<file path="src/hdl/ctwc_pkg.sv">
package ctwc_pkg;
    localparam int CTWC_AW = 8;
    localparam logic [7:0] CTWC_OFS_SNS = 8'h00;
    localparam logic [7:0] CTWC_OFS_EIST = 8'h04;
    localparam logic [7:0] CTWC_OFS_ANCON = 8'h08;
    localparam logic [7:0] CTWC_OFS_EIEN = 8'h0C;
    localparam logic [7:0] CTWC_OFS_TSEL = 8'h10;
    localparam logic [7:0] CTWC_OFS_SCTL = 8'h14;
    localparam logic [7:0] CTWC_OFS_ISTAT = 8'h18;
    localparam logic [7:0] CTWC_OFS_IMASK = 8'h1C;
    localparam int CTWC_NTRG = 12;
    localparam int CTWC_NEI = 13;
    localparam int CTWC_NCORE = 6;
    localparam int CTWC_NDED = 5;
    localparam int CTWC_SHR = 5;
    localparam int CTWC_SHR_OFS = 7;
    localparam int CTWC_EN_LO = 0;
    localparam int CTWC_RDY_LO = 8;
    localparam int CTWC_IEN_LO = 16;
    localparam int CTWC_CNT_LO = 24;
    localparam int CTWC_EXP_W = 4;
    localparam logic [3:0] CTWC_MIN_EXP = 4'h4;
    localparam int CTWC_CNT_W = 16;
    localparam int CTWC_TSEL_W = 3;
    localparam int CTWC_TSEL_BITS = CTWC_NCORE * CTWC_TSEL_W;
    localparam int CTWC_IRQ_W = CTWC_NEI + CTWC_NCORE;
    localparam int CTWC_WK_IRQ_LO = CTWC_NEI;

    typedef struct packed {
        logic wr;
        logic rd;
        logic [CTWC_AW-1:0] addr;
        logic [31:0] wdata;
    } ctwc_bus_t;

    typedef struct packed {
        logic busy;
        logic [CTWC_TSEL_W-1:0] left;
    } ctwc_prog_t;

    typedef struct packed {
        logic [CTWC_NTRG-1:0] trig_lvl;
        logic [CTWC_NTRG-1:0] trig_prev;
        logic [CTWC_NTRG-1:0] conv_start;
        logic scan_lvl;
        logic scan_prev;
        logic scan_start;
        logic [CTWC_NEI-1:0] early_flag;
        logic [CTWC_NEI-1:0] early_ien;
        logic [CTWC_TSEL_BITS-1:0] tsel;
        logic [CTWC_NCORE-1:0] an_en;
        logic [CTWC_NCORE-1:0] wk_ien;
        logic [CTWC_NCORE-1:0] wk_rdy;
        logic [CTWC_EXP_W-1:0] wk_exp;
        logic [CTWC_NCORE-1:0][CTWC_CNT_W-1:0] wk_cnt;
        logic [CTWC_IRQ_W-1:0] istat;
        logic [CTWC_IRQ_W-1:0] imask;
        logic irq;
        logic [31:0] rdata;
    } ctwc_state_t;
endpackage : ctwc_pkg

</file>
<file path="src/hdl/ctwc_top.sv">
// Contract
// [RULE_01] A set sensitivity bit makes its trigger level sensitive, restarting conversions while high.
// [RULE_02] A clear sensitivity bit, the reset value, reacts only to a rising trigger edge.
// [RULE_03] The sensitivity register holds bits 11 to 0; bits 31 to 12 read zero and ignore writes.
// [RULE_04] Third-class inputs start only from the scan trigger, edge or level per the scan level bit.
// [RULE_05] An early event sets the input's early-ready flag; it interrupts only if its enable is set.
// [RULE_06] Dedicated-core inputs time the early event from that core's select field, others from the shared one.
// [RULE_07] Early-ready flags for inputs 32 to 44 sit in bits 12 to 0, hardware set and cleared, reset zero.
// [RULE_08] Warm-up lasts two to the count field converter clocks, with codes up to 4 giving 16.
// [RULE_09] One count field in bits 27 to 24 serves all cores, each counting its own clocks.
// [RULE_10] After a core is enabled, its ready flag sets once the programmed clocks have passed.
// [RULE_11] Clearing a core's enable clears its ready flag at once.
// [RULE_12] A set warm-up interrupt enable raises an interrupt when that core's ready flag sets.
// [RULE_13] The shared core uses bits 7, 15 and 23; bits 6, 5, 14, 13, 22 and 21 read zero.
// [RULE_14] Edge detection keeps the previous trigger sample and fires on low to high.
// [RULE_15] Dropping an enable mid warm-up abandons the count; a new enable starts a full count.
`timescale 1ns/1ns
module ctwc_top
    import ctwc_pkg::*;
#(
    parameter logic [CTWC_NEI-1:0] DEDICATED = 13'h0000
)(
    input wire logic clk_sys,
    input wire logic rst,
    input wire ctwc_bus_t bus,
    output logic [31:0] rd_data,
    input wire logic [CTWC_NTRG-1:0] trig_in,
    input wire logic scan_trig_in,
    input wire ctwc_prog_t [CTWC_NEI-1:0] conv_prog,
    input wire logic [CTWC_NEI-1:0] result_read,
    input wire logic [CTWC_NCORE-1:0] core_tick,
    output logic [CTWC_NTRG-1:0] conv_start,
    output logic scan_start,
    output logic [CTWC_NCORE-1:0] warmup_ready,
    output logic [CTWC_NEI-1:0] early_ready,
    output logic irq
);

    ctwc_state_t st_q;
    ctwc_state_t st_next;
    logic [CTWC_NEI-1:0] early_ev;
    logic [CTWC_IRQ_W-1:0] irq_ev;

    ////////////////////////////////////////////////////////////////////////

    function automatic logic [CTWC_CNT_W-1:0] ctwc_top_cnt(
        input logic [CTWC_EXP_W-1:0] e
    );
        logic [CTWC_EXP_W-1:0] ee;
        ee = (e < CTWC_MIN_EXP) ? CTWC_MIN_EXP : e; // RULE_08
        return (16'h0001 << ee) - 16'h0001;
    endfunction : ctwc_top_cnt

    // Per-core groups: cores 0-4 packed low, shared core at a fixed offset
    function automatic logic [CTWC_NCORE-1:0] ctwc_get6(
        input logic [31:0] w,
        input int lo
    );
        logic [31:0] s;
        s = w >> lo;
        return {s[CTWC_SHR_OFS], s[CTWC_NDED-1:0]};
    endfunction : ctwc_get6

    function automatic logic [31:0] ctwc_put6(
        input logic [31:0] w,
        input int lo,
        input logic [CTWC_NCORE-1:0] v
    );
        logic [31:0] r;
        r = w;
        r[lo +: CTWC_NDED] = v[CTWC_NDED-1:0];
        r[lo + CTWC_SHR_OFS] = v[CTWC_SHR];
        return r;
    endfunction : ctwc_put6

    ////////////////////////////////////////////////////////////////////////

    always_comb
    begin
        logic [31:0] w;
        logic [CTWC_IRQ_W-1:0] w1c;
        int core;
        w = 32'h0000_0000;
        w1c = '0;
        core = 0;
        st_next = st_q;
        early_ev = '0;
        irq_ev = '0;

        // Register writes; the warm-up logic below sees the new enables
        if (bus.wr)
        begin
            case (bus.addr)
                CTWC_OFS_SNS:
                    st_next.trig_lvl = bus.wdata[CTWC_NTRG-1:0]; // RULE_03
                CTWC_OFS_ANCON:
                begin
                    st_next.an_en = ctwc_get6(bus.wdata, CTWC_EN_LO);
                    st_next.wk_ien = ctwc_get6(bus.wdata, CTWC_IEN_LO);
                    st_next.wk_exp =
                        bus.wdata[CTWC_CNT_LO +: CTWC_EXP_W]; // RULE_09
                end
                CTWC_OFS_EIEN:
                    st_next.early_ien = bus.wdata[CTWC_NEI-1:0];
                CTWC_OFS_TSEL:
                    st_next.tsel = bus.wdata[CTWC_TSEL_BITS-1:0];
                CTWC_OFS_SCTL:
                    st_next.scan_lvl = bus.wdata[0];
                CTWC_OFS_ISTAT:
                    w1c = bus.wdata[CTWC_IRQ_W-1:0];
                CTWC_OFS_IMASK:
                    st_next.imask = bus.wdata[CTWC_IRQ_W-1:0];
                default:
                    w1c = '0;
            endcase
        end

        // Trigger sensitivity
        for (int i = 0; i < CTWC_NTRG; i++)
        begin
            st_next.trig_prev[i] = trig_in[i]; // RULE_14
            if (st_q.trig_lvl[i])
                st_next.conv_start[i] = trig_in[i]; // RULE_01
            else
                st_next.conv_start[i] =
                    trig_in[i] & ~st_q.trig_prev[i]; // RULE_02
        end
        st_next.scan_prev = scan_trig_in;
        st_next.scan_start = st_q.scan_lvl ? scan_trig_in :
            (scan_trig_in & ~st_q.scan_prev); // RULE_04

        // Early-ready flags; a new event wins over the read that clears
        for (int j = 0; j < CTWC_NEI; j++)
        begin
            core = DEDICATED[j] ? (j % CTWC_NDED) : CTWC_SHR; // RULE_06
            early_ev[j] = conv_prog[j].busy &&
                (conv_prog[j].left == st_q.tsel[core*CTWC_TSEL_W +:
                CTWC_TSEL_W]);
            st_next.early_flag[j] = early_ev[j] |
                (st_q.early_flag[j] & ~result_read[j]); // RULE_07
        end

        // Warm-up counters, each stepped by its own core's clock tick
        for (int k = 0; k < CTWC_NCORE; k++)
        begin
            if (!st_next.an_en[k])
            begin
                st_next.wk_rdy[k] = 1'b0; // RULE_11
                st_next.wk_cnt[k] = '0; // RULE_15
            end
            else if (!st_q.wk_rdy[k] && core_tick[k])
            begin
                if (st_q.wk_cnt[k] == ctwc_top_cnt(st_q.wk_exp))
                begin
                    st_next.wk_rdy[k] = 1'b1; // RULE_10
                    st_next.wk_cnt[k] = '0;
                end
                else
                    st_next.wk_cnt[k] = st_q.wk_cnt[k] + 16'h0001;
            end
        end

        irq_ev[CTWC_NEI-1:0] = early_ev & st_q.early_ien; // RULE_05
        irq_ev[CTWC_WK_IRQ_LO +: CTWC_NCORE] =
            st_next.wk_rdy & ~st_q.wk_rdy & st_q.wk_ien; // RULE_12
        st_next.istat = (st_q.istat & ~w1c) | irq_ev;
        st_next.irq = |(st_next.istat & st_next.imask);

        // Read data stands only in the cycle after the strobe
        st_next.rdata = 32'h0000_0000;
        if (bus.rd)
        begin
            case (bus.addr)
                CTWC_OFS_SNS:
                    st_next.rdata = 32'(st_q.trig_lvl); // RULE_03
                CTWC_OFS_EIST:
                    st_next.rdata = 32'(st_q.early_flag); // RULE_07
                CTWC_OFS_ANCON:
                begin
                    w = ctwc_put6(w, CTWC_EN_LO, st_q.an_en);
                    w = ctwc_put6(w, CTWC_RDY_LO, st_q.wk_rdy);
                    w = ctwc_put6(w, CTWC_IEN_LO, st_q.wk_ien);
                    w[CTWC_CNT_LO +: CTWC_EXP_W] = st_q.wk_exp;
                    st_next.rdata = w; // RULE_13
                end
                CTWC_OFS_EIEN:
                    st_next.rdata = 32'(st_q.early_ien);
                CTWC_OFS_TSEL:
                    st_next.rdata = 32'(st_q.tsel);
                CTWC_OFS_SCTL:
                    st_next.rdata = 32'(st_q.scan_lvl);
                CTWC_OFS_ISTAT:
                    st_next.rdata = 32'(st_q.istat);
                CTWC_OFS_IMASK:
                    st_next.rdata = 32'(st_q.imask);
                default:
                    st_next.rdata = 32'h0000_0000;
            endcase
        end
    end

    always_ff @(posedge clk_sys or posedge rst)
    begin
        if (rst)
            st_q <= '0;
        else
            st_q <= st_next;
    end

    assign rd_data = st_q.rdata;
    assign conv_start = st_q.conv_start;
    assign scan_start = st_q.scan_start;
    assign warmup_ready = st_q.wk_rdy;
    assign early_ready = st_q.early_flag;
    assign irq = st_q.irq;

    ////////////////////////////////////////////////////////////////////////

    a_level_retrig: assert property (@(posedge clk_sys) // RULE_01
        disable iff (rst)
        st_q.trig_lvl[0] && trig_in[0] ##1 st_q.trig_lvl[0] && trig_in[0]
        |=> conv_start[0] && $past(conv_start[0]))
        else $error("level trigger did not retrigger");

    a_edge_only: assert property (@(posedge clk_sys) // RULE_02 RULE_14
        disable iff (rst)
        !st_q.trig_lvl[0] && trig_in[0] && st_q.trig_prev[0]
        |=> !conv_start[0])
        else $error("edge trigger fired without a rising edge");

    a_sns_upper: assert property (@(posedge clk_sys) // RULE_03
        disable iff (rst)
        bus.rd && bus.addr == CTWC_OFS_SNS
        |=> rd_data[31:CTWC_NTRG] == '0)
        else $error("sensitivity upper bits not zero");

    a_scan_sens: assert property (@(posedge clk_sys) // RULE_04
        disable iff (rst)
        scan_trig_in && (st_q.scan_lvl || !st_q.scan_prev)
        |=> scan_start)
        else $error("scan trigger missed");

    a_early_set: assert property (@(posedge clk_sys) // RULE_05 RULE_06 RULE_07
        disable iff (rst)
        early_ev[0] |=> early_ready[0] && (!$past(st_q.early_ien[0]) ||
        st_q.istat[0]))
        else $error("early event not flagged");

    a_flag_clear: assert property (@(posedge clk_sys) // RULE_07
        disable iff (rst)
        result_read[0] && !early_ev[0] |=> !early_ready[0])
        else $error("early flag kept after result read");

    a_wk_time: assert property (@(posedge clk_sys) // RULE_08 RULE_10
        disable iff (rst)
        $rose(warmup_ready[0]) |-> $past(core_tick[0]) &&
        $past(st_q.wk_cnt[0]) == ctwc_top_cnt($past(st_q.wk_exp)))
        else $error("warm-up ready at wrong count");

    a_wk_hold: assert property (@(posedge clk_sys) // RULE_10
        disable iff (rst)
        warmup_ready[0] && st_next.an_en[0] |=> warmup_ready[0])
        else $error("warm-up ready dropped while enabled");

    a_wk_clear: assert property (@(posedge clk_sys) // RULE_11
        disable iff (rst)
        !st_q.an_en[0] |-> !warmup_ready[0] && st_q.wk_cnt[0] == '0)
        else $error("ready or count kept without enable");

    a_wk_restart: assert property (@(posedge clk_sys) // RULE_15
        disable iff (rst)
        $rose(st_q.an_en[0]) |-> st_q.wk_cnt[0] <= 16'h0001)
        else $error("warm-up count not restarted");

    a_ancon_zero: assert property (@(posedge clk_sys) // RULE_13
        disable iff (rst)
        bus.rd && bus.addr == CTWC_OFS_ANCON |=> rd_data[6:5] == '0 &&
        rd_data[14:13] == '0 && rd_data[22:21] == '0)
        else $error("reserved warm-up bits not zero");

    a_wk_irq: assert property (@(posedge clk_sys) // RULE_12
        disable iff (rst)
        $rose(warmup_ready[CTWC_SHR]) && $past(st_q.wk_ien[CTWC_SHR])
        |-> st_q.istat[CTWC_WK_IRQ_LO + CTWC_SHR])
        else $error("warm-up interrupt not raised");

    a_irq_set_wins: assert property (@(posedge clk_sys) // RULE_05
        disable iff (rst)
        irq_ev[0] |=> st_q.istat[0])
        else $error("early status lost to a same-cycle clear");

    a_irq_out: assert property (@(posedge clk_sys)
        disable iff (rst)
        irq == |(st_q.istat & st_q.imask))
        else $error("interrupt output disagrees with status");

    c_level_run: cover property (@(posedge clk_sys) disable iff (rst)
        conv_start[0] [*3]);
    c_wk_done: cover property (@(posedge clk_sys) disable iff (rst)
        $rose(warmup_ready[CTWC_SHR]));
    c_early: cover property (@(posedge clk_sys) disable iff (rst)
        early_ev[0] && result_read[0]);
    c_irq: cover property (@(posedge clk_sys) disable iff (rst)
        $rose(irq));
    c_abandon: cover property (@(posedge clk_sys) disable iff (rst)
        $fell(st_q.an_en[2]));

endmodule : ctwc_top

</file>
<file path="config.mk">
export PLATFORM = sky130hd
export DESIGN_NAME = ctwc_top
export DESIGN_NICKNAME = d
export VERILOG_FILES = /design/src/hdl/ctwc_pkg.sv /design/src/hdl/ctwc_top.sv
export SDC_FILE = /design/constraint.sdc
export NUM_CORES = 1
export LEC_CHECK = 0
export ABC_AREA = 1
export BUFFER_PORTS_ARGS = -buffer_cell sky130_fd_sc_hd__buf_2
export CORE_MARGIN = 3
export CORE_UTILIZATION = 45
export DETAILED_ROUTE_END_ITERATION = 6
export PLACE_DENSITY = 0.76
export SLEW_MARGIN = 20
export SYNTH_ARGS = -nofsm -noshare
export SYNTH_HDL_FRONTEND = slang
export SYNTH_SLANG_ARGS = --single-unit
</file>
<file path="constraint.sdc">
create_clock -name clk_sys -period 20.5 [get_ports clk_sys]
set_input_delay 6.15 -clock clk_sys [delete_from_list [all_inputs] [get_ports clk_sys]]
set_output_delay 6.15 -clock clk_sys [all_outputs]
set_load 0.1 [all_outputs]
</file>
==> Yosys cells after proc, flatten, opt, wreduce, memory -nomap -nowiden <==
Cells that the tools add are included.
{ "classes": {"eq_ne": 32, "muxes": 58, "bitwise_logic": 73, "div_mod_pow": 0, "multipliers": 0, "reduce_logical": 32, "addsub": 7, "order_cmp": 1, "shift": 1} }
{ "op_table": {"columns": ["op", "n"], "rows": [
  ["$mux 16", 18],
  ["$pmux 28 s8", 1],
  ["$add 16x1->16 const B", 6],
  ["$eq 16x16->1", 6],
  ["$mux 19", 4],
  ["$eq 3x3->1", 13],
  ["$and 19x19->19", 2],
  ["$eq 8x5->1 const B", 4],
  ["$mux 1", 31],
  ["$mux 28", 1],
  ["$and 1x1->1", 26],
  ["$not 1->1", 26],
  ["$mux 12", 2],
  ["$logic_and 1x1->1", 19],
  ["$not 19->19", 1],
  ["$or 19x19->19", 1],
  ["$reduce_or 19->1", 1],
  ["$eq 8x4->1 const B", 2],
  ["$shl 1x4->16 const A", 1],
  ["$sub 16x1->16 const B", 1],
  ["$and 13x13->13", 1],
  ["$or 1x1->1", 13],
  ["$and 6x6->6", 2],
  ["$ne 2x1->1 const B", 6],
  ["other kinds (7)", 16]
]} }
{ "word_totals": {"romBits": 0, "mem_count": 0, "elab_cells": 227, "reg_bits": 272, "latchBits": 0, "output_inout_bits": 65, "input_bits": 128, "ram_bits": 0} }

==> Logic depth before layout (Yosys ltp) <==
Gate-level depths: netlist of run 1.
{ "logic_depth": {"depth_word": 13, "depth_mapped": 18} }

==> Worst setup path after synthesis of run 1 <==
Ideal clock, no wire load.
{ "synth_path": {"path_type": "in2reg", "start": "input bus[37] (netlist name)", "end": "register st_q[78] (netlist name)", "t_required_ps": 20405, "setup_ps": 95, "arrival_time_ps": 7600, "path_stages": 12, "slack_ps": 12805, "path_buffers": 2, "cell_sequence": "nor2_1 -> nand2_1 -> nor2_2 -> and2_4 -> nand2_4 -> buf_6 -> o21ai_4 -> inv_2 -> nor2_2 -> nand2_1 -> buf_4 -> o32ai_2"} }
{ "synth_rtl": {"columns": ["element", "line_no", "source"], "rows": [
  ["from (decl)", "ctwc_top.sv:25", "input wire ctwc_bus_t bus,"],
  ["to (signal assigned)", "ctwc_top.sv:207", "st_q <= st_next;"],
  ["to (decl)", "ctwc_top.sv:39", "ctwc_state_t st_q;"]
]} }

==> metrics.md, run 1 <==
| Metric | Value |
|---|---|
| Number of placed instances, taps included | 2277 |
| Sw Ratio | 0.264 |
| Worst Path Arrival | 8.92 ns |
| Setup TNS | 0 ns |
| Flip-flop and latch count after synthesis | 266 |
| Clock root cell | sky130_fd_sc_hd__clkbuf_16 |
| Number of antenna-violating nets in the routed design | 0 |
| Final global-route overflow total | 0 |
| DP Wirelength | 29.0 mm |
| CTS buffer count | 29 |
| Time the worst path needs with I/O delays and setup | 8.48 ns |
| Internal power contribution | 0.898 mW |
| Final hold violation count | 0 |
| Total number of clock tree sinks | 266 |
| Power share of the clock group | 0.450 |
| Number of I/O port buffers | 180 |
| Post-CTS resize count | 0 |
| Synth async-reset ratio | 1.00 |
| Weighted congestion at the end of routability-driven global placement | 0.920 |
| Nature of the critical path endpoint | flip-flop |
| Vias in the first global route | 12.1k |
| DR pass1 iterations | 6 |
| Area delta synth->final | 12.1% |
| Most used flip-flop cell after synthesis | sky130_fd_sc_hd__dfrtp_1 |
| Top library cells by usage in the layout, fill and taps aside | 420 x sky130_fd_sc_hd__nand2_1, 266 x sky130_fd_sc_hd__dfrtp_1, 206 x sky130_fd_sc_hd__inv_1 |
| Number of warnings issued by yosys | 0 |
| Routed via count divided by cell count | 5.47 |
| Portion of the post-synthesis area used by sequential elements | 0.463 |
| Filler cell count in the final layout | 2949 |
| Residual DRC count | 0 |
| Sequential Power Share | 0.453 |
| Diode count | 0 |
| Peak clock frequency supported by timing | 118 MHz |
| Die outline height | 185 microns |
| Slew HR | 0.201 |
| Data required time at the worst endpoint | 20.94 ns |
| Status | completed |
| Final worst path period share | 0.414 |
| Wire length of the first global-routing pass | 64.1 mm |
| Post-synthesis cell type count | 52 |
| Synth Instances | 1803 |
| Post-Route Skew | 0.00970 ns |
| Clock buffer depth | 3 |
| CTS tree | done |
| Die width | 185 microns |
| Top-level I/O count | 193 |
| Max Fanout on Critical Path | 20 |
| Site Rows | 64 |
| Total number of nets in the final design | 2047 |
| Total standard cell area after synthesis | 14400 sq um |
| Number of maximum-capacitance constraint violations | 0 |
| Post-CTS setup buffer count | 0 |
| H-tree depth reported by CTS | 1 |
| Unrepaired setup endpoints after global routing | no |
| Setup Viol. Count Final | 0 |
| Via count | 12.7k |
| Most common cell after layout, fill and taps aside | sky130_fd_sc_hd__nand2_1 |
| Worst-case vdd ir drop | 0.0631 mV |
| Initial core utilization | 0.463 |
| Worst-skew pair later-pin latency | 0.56 ns |
| Routed wire per std cell | 17.6 microns |
| Max Slew Vio Count | 0 |
| Starting DRT DRC Count | 1216 |
| GR Util All Layers | 0.235 |
| Areal power density over the cells | 75.6 nW/um^2 |
| Post-detailed-routing wire length | 41.1 mm |
| Class of the tightest hold or removal check | flip-flop to flip-flop |
| Critical Path Start Type | primary input |
| Largest net degree at the start of global routing | 122 |
| Final non-filler cell total | 2329 |
| Antenna violations before repair | 0 |
| Layout cells sized above 1 | 0.151 |
| Hold-fix buffers, CTS | 0 |
| Die footprint | 34100 sq um |
| Syn avg cell area | 7.97 sq um |
| Core outline area | 31100 sq um |
| Logic pwr share | 0.098 |
| Switching power of the nets | 0.321 mW |
| Clock-pin transition on the worst setup and hold timing paths | 0.06 ns |
| Post-synth EDFFs | 0 |
| Slew of the pin with the lowest slew margin | 1.19 ns |
| Leak Pwr | 7.54 nW |
| Critical setup path kind | primary input to flip-flop |
-- path summary, 6_finish.rpt --
check	startpoint	end	slack [ns]	cells past startpoint
setup reg to reg	st_q[170]$_DFFE_PP0P_	st_q[133]$_DFFE_PP0P_	16.85	14
hold reg to reg	st_q[257]$_DFF_PP0_	conv_start[9]$_DFF_PP0_	0.42	1
setup / recovery	bus[37]	irq$_DFF_PP0_	12.02	17
min in group asynchronous	rst	st_q[79]$_DFFE_PP0P_	5.78	2
hold / removal	st_q[257]$_DFF_PP0_	conv_start[9]$_DFF_PP0_	0.42	1
max in group asynchronous	rst	st_q[260]$_DFFE_PP0P_	13.20	3
-- registers in the layout, indices dropped and copies added, names as in the netlist --
| name | cells |
|---|---|
| scan_start | 1 |
| warmup_ready | 6 |
| rd_data | 26 |
| conv_start | 12 |
| early_ready | 13 |
| irq | 1 |
| st_q | 207 |
-- cell usage after synthesis, types with 11 or more instances --
| library cell | count | area share |
|---|---|---|
| sky130_fd_sc_hd__nand2_1 | 421 | 0.11 |
| sky130_fd_sc_hd__dfrtp_1 | 266 | 0.46 |
| sky130_fd_sc_hd__inv_1 | 207 | 0.054 |
| sky130_fd_sc_hd__nor2_1 | 160 | 0.042 |
| sky130_fd_sc_hd__o21ai_0 | 134 | 0.047 |
| sky130_fd_sc_hd__nand3_1 | 100 | 0.035 |
| sky130_fd_sc_hd__buf_4 | 68 | 0.036 |
| sky130_fd_sc_hd__o22ai_1 | 68 | 0.030 |
| sky130_fd_sc_hd__xor2_1 | 55 | 0.034 |
| sky130_fd_sc_hd__a21oi_1 | 50 | 0.017 |
| sky130_fd_sc_hd__clkbuf_1 | 27 | 0.0070 |
| sky130_fd_sc_hd__a21boi_0 | 18 | 0.0094 |
| sky130_fd_sc_hd__nand4_1 | 18 | 0.0078 |
| sky130_fd_sc_hd__nor3_1 | 18 | 0.0063 |
| sky130_fd_sc_hd__a221oi_1 | 17 | 0.010 |
| sky130_fd_sc_hd__inv_2 | 16 | 0.0042 |
| sky130_fd_sc_hd__buf_2 | 15 | 0.0052 |
| sky130_fd_sc_hd__o21ai_1 | 15 | 0.0052 |
| sky130_fd_sc_hd__xnor2_1 | 13 | 0.0079 |
| sky130_fd_sc_hd__nand2_2 | 11 | 0.0048 |
| sky130_fd_sc_hd__nor4_1 | 11 | 0.0048 |
-- cells by family after synthesis --
logic type,count (synthesis),synth area share
flip-flops,266,0.463
XOR/XNOR,68,0.0414
other,2,0.000522
adder cells (fa/ha/maj),7,0.00609
AND/OR/NAND/NOR,767,0.227
buffers and inverters,338,0.109
AO/OA/AOI/OAI,355,0.153
-- power by group through the flow --
stage	Clock, mW	Sequential, mW	Combinational (mW)
floorplan	0	0.558	0.0869
global placement	0	0.560	0.115
detailed placement	0	0.561	0.117
CTS	0.553	0.552	0.117
global route	0.576	0.553	0.130
finish	0.548	0.552	0.119
-- area by class of cell --
class	count	area [sq um]	area share
Clock inverter	14	219	0.0136
Inverter	223	845	0.0524
Clock buffer	38	769	0.0477
Tap cell	396	495	0.0307
Sequential cell	266	6660	0.413
Multi-Input combinational cell	1205	6180	0.383
Timing Repair Buffer	187	953	0.0591
-- worst max-delay path, cell delays in order --
cell,delay (ns)
sky130_fd_sc_hd__buf_2,0.09
sky130_fd_sc_hd__nor2_1,0.17
sky130_fd_sc_hd__nand3_1,0.17
sky130_fd_sc_hd__inv_2,0.11
sky130_fd_sc_hd__nand2_2,0.12
sky130_fd_sc_hd__inv_2,0.38
sky130_fd_sc_hd__nand2_1,0.49
sky130_fd_sc_hd__o21ai_0,0.28
sky130_fd_sc_hd__o21ai_0,0.15
sky130_fd_sc_hd__nand2_1,0.08
sky130_fd_sc_hd__nand2_1,0.05
sky130_fd_sc_hd__nor2_1,0.18
sky130_fd_sc_hd__nand2_1,0.07
sky130_fd_sc_hd__nor2_1,0.13
sky130_fd_sc_hd__nand2_1,0.07
sky130_fd_sc_hd__nor2_1,0.13
sky130_fd_sc_hd__nand2_1,0.09
-- per-stage QoR --
step                      hold slack, ns  power [mW]   util  area [sq um]  setup slack (ns)
after floorplan                    0.406       0.645      -         14400              7.02
after global placement             0.414       0.675  0.487         15100             11.46
after detailed placement           0.421       0.678  0.487         15100             11.47
after CTS                          0.430        1.22  0.519         16100             12.04
after global routing               0.444        1.26  0.519         16100             11.87
final                              0.424        1.22  0.519         16100             12.02
-- layer usage --
| layer | GRT usage | up-vias | share of wire |
|---|---|---|---|
| met4 | 0.0720 | 0 | 0.032 |
| met2 | 0.412 | 472 | 0.49 |
| met1 | 0.304 | 6104 | 0.42 |
| li1 | - | 6072 | - |
| met3 | 0.0308 | 86 | 0.062 |
| met5 | 0 | - | 0 |
Power figures use the tool's default switching activity.
==> inputs of run 2 (changes only) <==
==> constraint.sdc (replaced) <==
create_clock -name clk_sys -period 8.4 [get_ports clk_sys]
set_input_delay 2.52 -clock clk_sys [delete_from_list [all_inputs] [get_ports clk_sys]]
set_output_delay 2.52 -clock clk_sys [all_outputs]
set_load 0.1 [all_outputs]
==> metrics.md, run 2 (synthesized netlist as in run 1, its figures left out) <==
| Metric | Value |
|---|---|
| Status | completed (unchanged) |
| Post-CTS setup buffer count | 0 (unchanged) |
| Unrepaired setup endpoints after global routing | no (unchanged) |
| Layout cells sized above 1 | 0.156 (was 0.151) |
| Max Slew Vio Count | 0 (unchanged) |
| Number of I/O port buffers | 180 (unchanged) |
| Max Fanout on Critical Path | 20 (unchanged) |
| Worst-skew pair later-pin latency | 0.56 ns (about the same) |
| Final worst path period share | 0.576 |
| Final global-route overflow total | 0 (unchanged) |
| CTS buffer count | 28 (was 29) |
| Data required time at the worst endpoint | 8.85 ns (was 20.94 ns) |
| Filler cell count in the final layout | 2893 (was 2949) |
| Number of maximum-capacitance constraint violations | 0 (unchanged) |
| Total number of nets in the final design | 2050 (was 2047) |
| Leak Pwr | 7.57 nW (was 7.54 nW) |
| Slew of the pin with the lowest slew margin | 0.898 ns (was 1.19 ns) |
| Largest net degree at the start of global routing | 77 (was 122) |
| Critical setup path kind | primary input to flip-flop (unchanged) |
| CTS tree | done (unchanged) |
| Top-level I/O count | 193 (unchanged) |
| Worst Path Arrival | 5.28 ns (was 8.92 ns) |
| Clock buffer depth | 3 (unchanged) |
| Antenna violations before repair | 0 (unchanged) |
| Class of the tightest hold or removal check | flip-flop to flip-flop (unchanged) |
| Nature of the critical path endpoint | flip-flop (unchanged) |
| Hold-fix buffers, CTS | 0 (unchanged) |
| Initial core utilization | 0.463 (unchanged) |
| Residual DRC count | 0 (unchanged) |
| Worst-case vdd ir drop | 0.171 mV (was 0.0631 mV) |
| Via count | 12.9k (was 12.7k) |
| Clock-pin transition on the worst setup and hold timing paths | 0.06 ns (about the same) |
| Die width | 185 microns (unchanged) |
| Worst setup path startpoint | bus[37] (unchanged) |
| Largest Register | st_q (unchanged) |
| Die footprint | 34100 sq um (unchanged) |
| Peak clock frequency supported by timing | 207 MHz |
| Top library cells by usage in the layout, fill and taps aside | 419 x sky130_fd_sc_hd__nand2_1, 266 x sky130_fd_sc_hd__dfrtp_1, 206 x sky130_fd_sc_hd__inv_1 (was 420 x sky130_fd_sc_hd__nand2_1, 266 x sky130_fd_sc_hd__dfrtp_1, 206 x sky130_fd_sc_hd__inv_1) |
| Post-CTS resize count | 0 (unchanged) |
| Site Rows | 64 (unchanged) |
| Worst reg2reg startpoint | st_q[169]$_DFFE_PP0P_ (was st_q[170]$_DFFE_PP0P_) |
| Total number of clock tree sinks | 266 (unchanged) |
| Areal power density over the cells | 184 nW/um^2 (was 75.6 nW/um^2) |
| Post-detailed-routing wire length | 41.6 mm (was 41.1 mm) |
| Diode count | 0 (unchanged) |
| Routed via count divided by cell count | 5.51 (was 5.47) |
| GR Util All Layers | 0.237 (was 0.235) |
| Total area of multi-input combinational cells | 6180 sq um (about the same) |
| Vias in the first global route | 12.4k (was 12.1k) |
| Clock root cell | sky130_fd_sc_hd__clkbuf_16 (unchanged) |
| Setup TNS | 0 ns (unchanged) |
| Area of all sequential standard cells | 6660 sq um (unchanged) |
| Worst hold slack across all endpoints | 0.420 ns (was 0.424 ns) |
| Post-Route Skew | 0.00932 ns (was 0.00970 ns) |
| Setup Viol. Count Final | 0 (unchanged) |
| Routed wire per std cell | 17.8 microns (was 17.6 microns) |
| Final hold violation count | 0 (unchanged) |
| Core outline area | 31100 sq um (unchanged) |
| Largest register FFs | 207 (unchanged) |
| DP Wirelength | 29.6 mm (was 29.0 mm) |
| Die outline height | 185 microns (unchanged) |
| Critical Path Start Type | primary input (unchanged) |
| DR pass1 iterations | 5 (was 6) |
| Area delta synth->final | 12.5% (was 12.1%) |
| Worst hold path startpoint | st_q[248]$_DFF_PP0_ (was st_q[257]$_DFF_PP0_) |
| Wire length of the first global-routing pass | 64.3 mm (was 64.1 mm) |
| Slew HR | 0.400 (was 0.201) |
| H-tree depth reported by CTS | 1 (unchanged) |
| Most common cell after layout, fill and taps aside | sky130_fd_sc_hd__nand2_1 (unchanged) |
| Weighted congestion at the end of routability-driven global placement | 0.940 (was 0.920) |
| Time the worst path needs with I/O delays and setup | 4.83 ns |
| Number of antenna-violating nets in the routed design | 0 (unchanged) |
| Starting DRT DRC Count | 1222 (was 1216) |
## run 2: changes by cell type in the layout (fill, tap and decap cells not counted), moves of 2 or more
cell | before | now
sky130_fd_sc_hd__buf_4 | 7 | 10
sky130_fd_sc_hd__clkbuf_1 | 8 | 1
sky130_fd_sc_hd__clkinv_2 | 5 | 7
sky130_fd_sc_hd__clkbuf_8 | 1 | 7
## run 2: metrics by stage
step / cells / area (sq um) / setup slack, ns / util / power, mW
after floorplan: 1809 / 14400 / 2.37 / - / 1.58
after global placement: 2281 / 15200 / 2.95 / 0.488 / 1.65
after detailed placement: 2281 / 15200 / 2.92 / 0.488 / 1.66
after CTS: 2333 / 16200 / 3.50 / 0.521 / 2.99
after global routing: 2333 / 16200 / 3.40 / 0.521 / 3.08
final: 2333 / 16200 / 3.57 / 0.521 / 2.98
## run 2: layer usage
metal | vias up | part of all wire | GRT usage | wire (microns)
met4 | 0 | 0.038 | 0.0891 | 1580
met2 | 564 | 0.48 | 0.408 | 19900
met1 | 6106 | 0.40 | 0.300 | 16700
met5 | - | 0 | 0 | 0
met3 | 103 | 0.082 | 0.0385 | 3410
li1 | 6077 | - | - | -
## run 2: final cells by class
cell class | count | share of cell area
Clock buffer | 36 | 0.0495
Timing Repair Buffer | 191 | 0.0610
Clock inverter | 16 | 0.0135
Tap cell | 396 | 0.0306
Sequential cell | 266 | 0.411
Multi-Input combinational cell | 1205 | 0.382
Inverter | 223 | 0.0520
## run 2: path summary, 6_finish.rpt
check,slack (ns),cells after the start,end
max,3.57,17,irq$_DFF_PP0_
min,0.42,1,conv_start[0]$_DFF_PP0_
max reg2reg,5.01,14,st_q[133]$_DFFE_PP0P_
min reg2reg,0.42,1,conv_start[0]$_DFF_PP0_
max in group asynchronous,5.45,3,early_ready[6]$_DFF_PP0_
min in group asynchronous,1.88,2,warmup_ready[0]$_DFF_PP0_
## run 2: worst max-delay path, stage by stage
cell and delay [ns]:
sky130_fd_sc_hd__buf_2 0.09, sky130_fd_sc_hd__nor2_1 0.13, sky130_fd_sc_hd__nand3_1 0.18, sky130_fd_sc_hd__inv_2 0.12, sky130_fd_sc_hd__nand2_2 0.13, sky130_fd_sc_hd__inv_2 0.39, sky130_fd_sc_hd__nand2_1 0.49, sky130_fd_sc_hd__o21ai_0 0.30
sky130_fd_sc_hd__o21ai_0 0.16, sky130_fd_sc_hd__nand2_1 0.09, sky130_fd_sc_hd__nand2_1 0.05, sky130_fd_sc_hd__nor2_1 0.14, sky130_fd_sc_hd__nand2_1 0.07, sky130_fd_sc_hd__nor2_1 0.12, sky130_fd_sc_hd__nand2_1 0.08, sky130_fd_sc_hd__nor2_1 0.11
sky130_fd_sc_hd__nand2_1 0.07
## run 2: report_power, final
part	internal (mW)	leakage, nW	switching [mW]	total (mW)
combinational	0.0731	3.46	0.222	0.295
sequential	1.32	3.61	0.0268	1.34
clock	0.800	0.500	0.539	1.34
total	2.19	7.57	0.788	2.98
==> inputs of run 3 (changes only) <==
==> constraint.sdc (replaced) <==
create_clock -name clk_sys -period 4.8 [get_ports clk_sys]
set_input_delay 1.44 -clock clk_sys [delete_from_list [all_inputs] [get_ports clk_sys]]
set_output_delay 1.44 -clock clk_sys [all_outputs]
set_load 0.1 [all_outputs]
==> metrics.md, run 3 (synthesized netlist as in run 1, its figures left out) <==
| Metric | Value |
|---|---|
| Reg2reg path depth | 15 (was 14) |
| Setup Viol. Count Final | 0 (unchanged) |
| Least setup slack across all paths after layout | 1.17 ns (was 3.57 ns) |
| Critical setup path kind | flip-flop to flip-flop (was primary input to flip-flop) |
| Largest delay contributor family on the critical path | simple AND/OR/NAND/NOR gates (unchanged) |
| H-tree depth reported by CTS | 1 (unchanged) |
| Slew of the pin with the lowest slew margin | 1.04 ns (was 0.898 ns) |
| Design area | 16200 sq um (about the same) |
| Peak clock frequency supported by timing | 276 MHz |
| Number of placed instances, taps included | 2281 (unchanged) |
| Wire length of the first global-routing pass | 65.2 mm (was 64.3 mm) |
| CTS tree | done (unchanged) |
| Most numerous cell on the critical path | sky130_fd_sc_hd__nand2_1 (unchanged) |
| Reg-to-reg slack, setup | 1.17 ns (was 5.01 ns) |
| Areal power density over the cells | 323 nW/um^2 (was 184 nW/um^2) |
| Number of maximum-capacitance constraint violations | 0 (unchanged) |
| Routed wire per std cell | 17.8 microns (about the same) |
| Clock root cell | sky130_fd_sc_hd__clkbuf_16 (unchanged) |
| Site Rows | 64 (unchanged) |
| Worst Path Arrival | 4.06 ns (was 5.28 ns) |
| Length of routed met2 wiring | 19.7 mm (was 19.9 mm) |
| Data required time at the worst endpoint | 5.23 ns (was 8.85 ns) |
| Starting DRT DRC Count | 1144 (was 1222) |
| Time the worst path needs with I/O delays and setup | 3.63 ns |
| Largest register FFs | 207 (unchanged) |
| Hold-fix buffers, CTS | 0 (unchanged) |
| Max Slew Vio Count | 0 (unchanged) |
| Residual DRC count | 0 (unchanged) |
| Final non-filler cell total | 2333 (unchanged) |
| Via count | 12.9k (about the same) |
| Vias in the first global route | 12.5k (was 12.4k) |
| Largest Register | st_q (unchanged) |
| Nature of the critical path endpoint | flip-flop (unchanged) |
| GR Util All Layers | 0.239 (was 0.237) |
| Post-CTS resize count | 0 (unchanged) |
| Die outline height | 185 microns (unchanged) |
| Status | completed (unchanged) |
| Post-Route Skew | 0.0140 ns (was 0.00932 ns) |
| Cell type of the slowest stage on the worst timing path | sky130_fd_sc_hd__dfrtp_1 (was sky130_fd_sc_hd__nand2_1) |
| Routed via count divided by cell count | 5.54 (was 5.51) |
| Critical Path Start Type | flip-flop (was primary input) |
| Layout cells sized above 1 | 0.154 (was 0.156) |
| Total placed instance area | 15200 sq um (about the same) |
| Worst-skew pair later-pin latency | 0.57 ns (was 0.56 ns) |
| CTS buffer count | 29 (was 28) |
| Core outline area | 31100 sq um (unchanged) |
| Post-CTS setup buffer count | 0 (unchanged) |
| Number of antenna-violating nets in the routed design | 0 (unchanged) |
| Cell chain of the critical path | nand2_4, nor2_4, nand2_2, nand2_1, nand2_1, nor2_1, nand2_1, nor2_1, nand3_1, nand2_1, inv_2, nand2_1, nand2_1, nand2_1, o31ai_1 (was buf_2, nor2_1, nand3_1, inv_2, nand2_2, inv_2, nand2_1, o21ai_0, o21ai_0, nand2_1, nand2_1, nor2_1, nand2_1, nor2_1, nand2_1, nor2_1, nand2_1) |
| Weighted congestion at the end of routability-driven global placement | 0.930 (was 0.940) |
| Class of the tightest hold or removal check | flip-flop to flip-flop (unchanged) |
| Final hold violation count | 0 (unchanged) |
| Unrepaired setup endpoints after global routing | no (unchanged) |
| Crit path buf inv count | 1 (was 3) |
| Slew HR | 0.308 (was 0.400) |
| Worst hold slack across all endpoints | 0.429 ns (was 0.420 ns) |
| DR pass1 iterations | 5 (unchanged) |
| Clock buffer depth | 3 (unchanged) |
| Total number of clock tree sinks | 266 (unchanged) |
| Total number of nets in the final design | 2051 (was 2050) |
| Initial core utilization | 0.463 (unchanged) |
| Clock-pin transition on the worst setup and hold timing paths | 0.06 ns (about the same) |
| Most common cell after layout, fill and taps aside | sky130_fd_sc_hd__nand2_1 (unchanged) |
| Leak Pwr | 7.58 nW (was 7.57 nW) |
| Final worst path period share | 0.756 |
| Largest stage delay on the critical path | 1.02 ns (was 0.49 ns) |
| Setup TNS | 0 ns (unchanged) |
| Top library cells by usage in the layout, fill and taps aside | 421 x sky130_fd_sc_hd__nand2_1, 266 x sky130_fd_sc_hd__dfrtp_1, 206 x sky130_fd_sc_hd__inv_1 (was 419 x sky130_fd_sc_hd__nand2_1, 266 x sky130_fd_sc_hd__dfrtp_1, 206 x sky130_fd_sc_hd__inv_1) |
| Met1 Wirelength | 16.7 mm (about the same) |
| Number of instances on the worst hold path | 1 (unchanged) |
| Total stage count of the critical path | 15 (was 17) |
| Post-detailed-routing wire length | 41.4 mm (was 41.6 mm) |
| Antenna violations before repair | 0 (unchanged) |
| Max Fanout on Critical Path | 17 (was 20) |
| Largest net degree at the start of global routing | 131 (was 77) |
| Met3 wirelength from detailed routing | 3.05 mm (was 3.41 mm) |
| DP Wirelength | 29.4 mm (was 29.6 mm) |
| Final global-route overflow total | 0 (unchanged) |
| Number of I/O port buffers | 180 (unchanged) |
| Highest layer used for signal routing | met4 (unchanged) |
| Area delta synth->final | 12.7% (was 12.5%) |
| Die width | 185 microns (unchanged) |
| Post-placement setup slack | 0.715 ns (was 2.92 ns) |
| Die footprint | 34100 sq um (unchanged) |
| Top-level I/O count | 193 (unchanged) |
| Worst-case vdd ir drop | 0.272 mV (was 0.171 mV) |
| Filler cell count in the final layout | 2894 (was 2893) |
-- run 3: changes by cell type in the layout (fill, tap and decap cells not counted), moves of 2 or more --
cell,previous run,this run
sky130_fd_sc_hd__nand2_2,13,11
sky130_fd_sc_hd__clkbuf_1,1,3
sky130_fd_sc_hd__nand2_1,419,421
sky130_fd_sc_hd__clkinv_4,2,0
sky130_fd_sc_hd__clkinv_2,7,5
sky130_fd_sc_hd__buf_12,0,2
-- run 3: worst paths after layout --
kind / endpoint / from
setup / recovery: st_q[131]$_DFFE_PP0P_ / st_q[170]$_DFFE_PP0P_
hold / removal: conv_start[2]$_DFF_PP0_ / st_q[250]$_DFF_PP0_
setup reg to reg: st_q[131]$_DFFE_PP0P_ / st_q[170]$_DFFE_PP0P_
hold reg to reg: conv_start[2]$_DFF_PP0_ / st_q[250]$_DFF_PP0_
max in group asynchronous: st_q[131]$_DFFE_PP0P_ / rst
min in group asynchronous: st_q[77]$_DFFE_PP0P_ / rst
-- run 3: cell type report --
| class | count | area [sq um] | area share |
|---|---|---|---|
| Tap cell | 396 | 495 | 0.0306 |
| Inverter | 223 | 841 | 0.0519 |
| Multi-Input combinational cell | 1205 | 6180 | 0.381 |
| Antenna cell | 1 | 2.50 | 0.000154 |
| Sequential cell | 266 | 6660 | 0.411 |
| Clock buffer | 39 | 833 | 0.0514 |
| Timing Repair Buffer | 191 | 1010 | 0.0623 |
| Clock inverter | 12 | 181 | 0.0112 |
-- run 3: stage by stage --
stage                util  power [mW]
global route        0.521        5.42
global placement    0.489        2.88
CTS                 0.521        5.26
floorplan               -        2.76
finish              0.521        5.24
detailed placement  0.489        2.90
-- run 3: report_power, final --
part	switching (mW)	internal (mW)	total, mW
Clock	0.938	1.43	2.37
Combinational	0.382	0.128	0.510
Sequential	0.0513	2.31	2.36
Total	1.37	3.87	5.24
-- run 3: routing by layer --
layer	vias to the layer above	track usage
met1	6138	0.310
met5	-	0
met3	114	0.0330
met4	0	0.104
met2	591	0.402
li1	6086	-
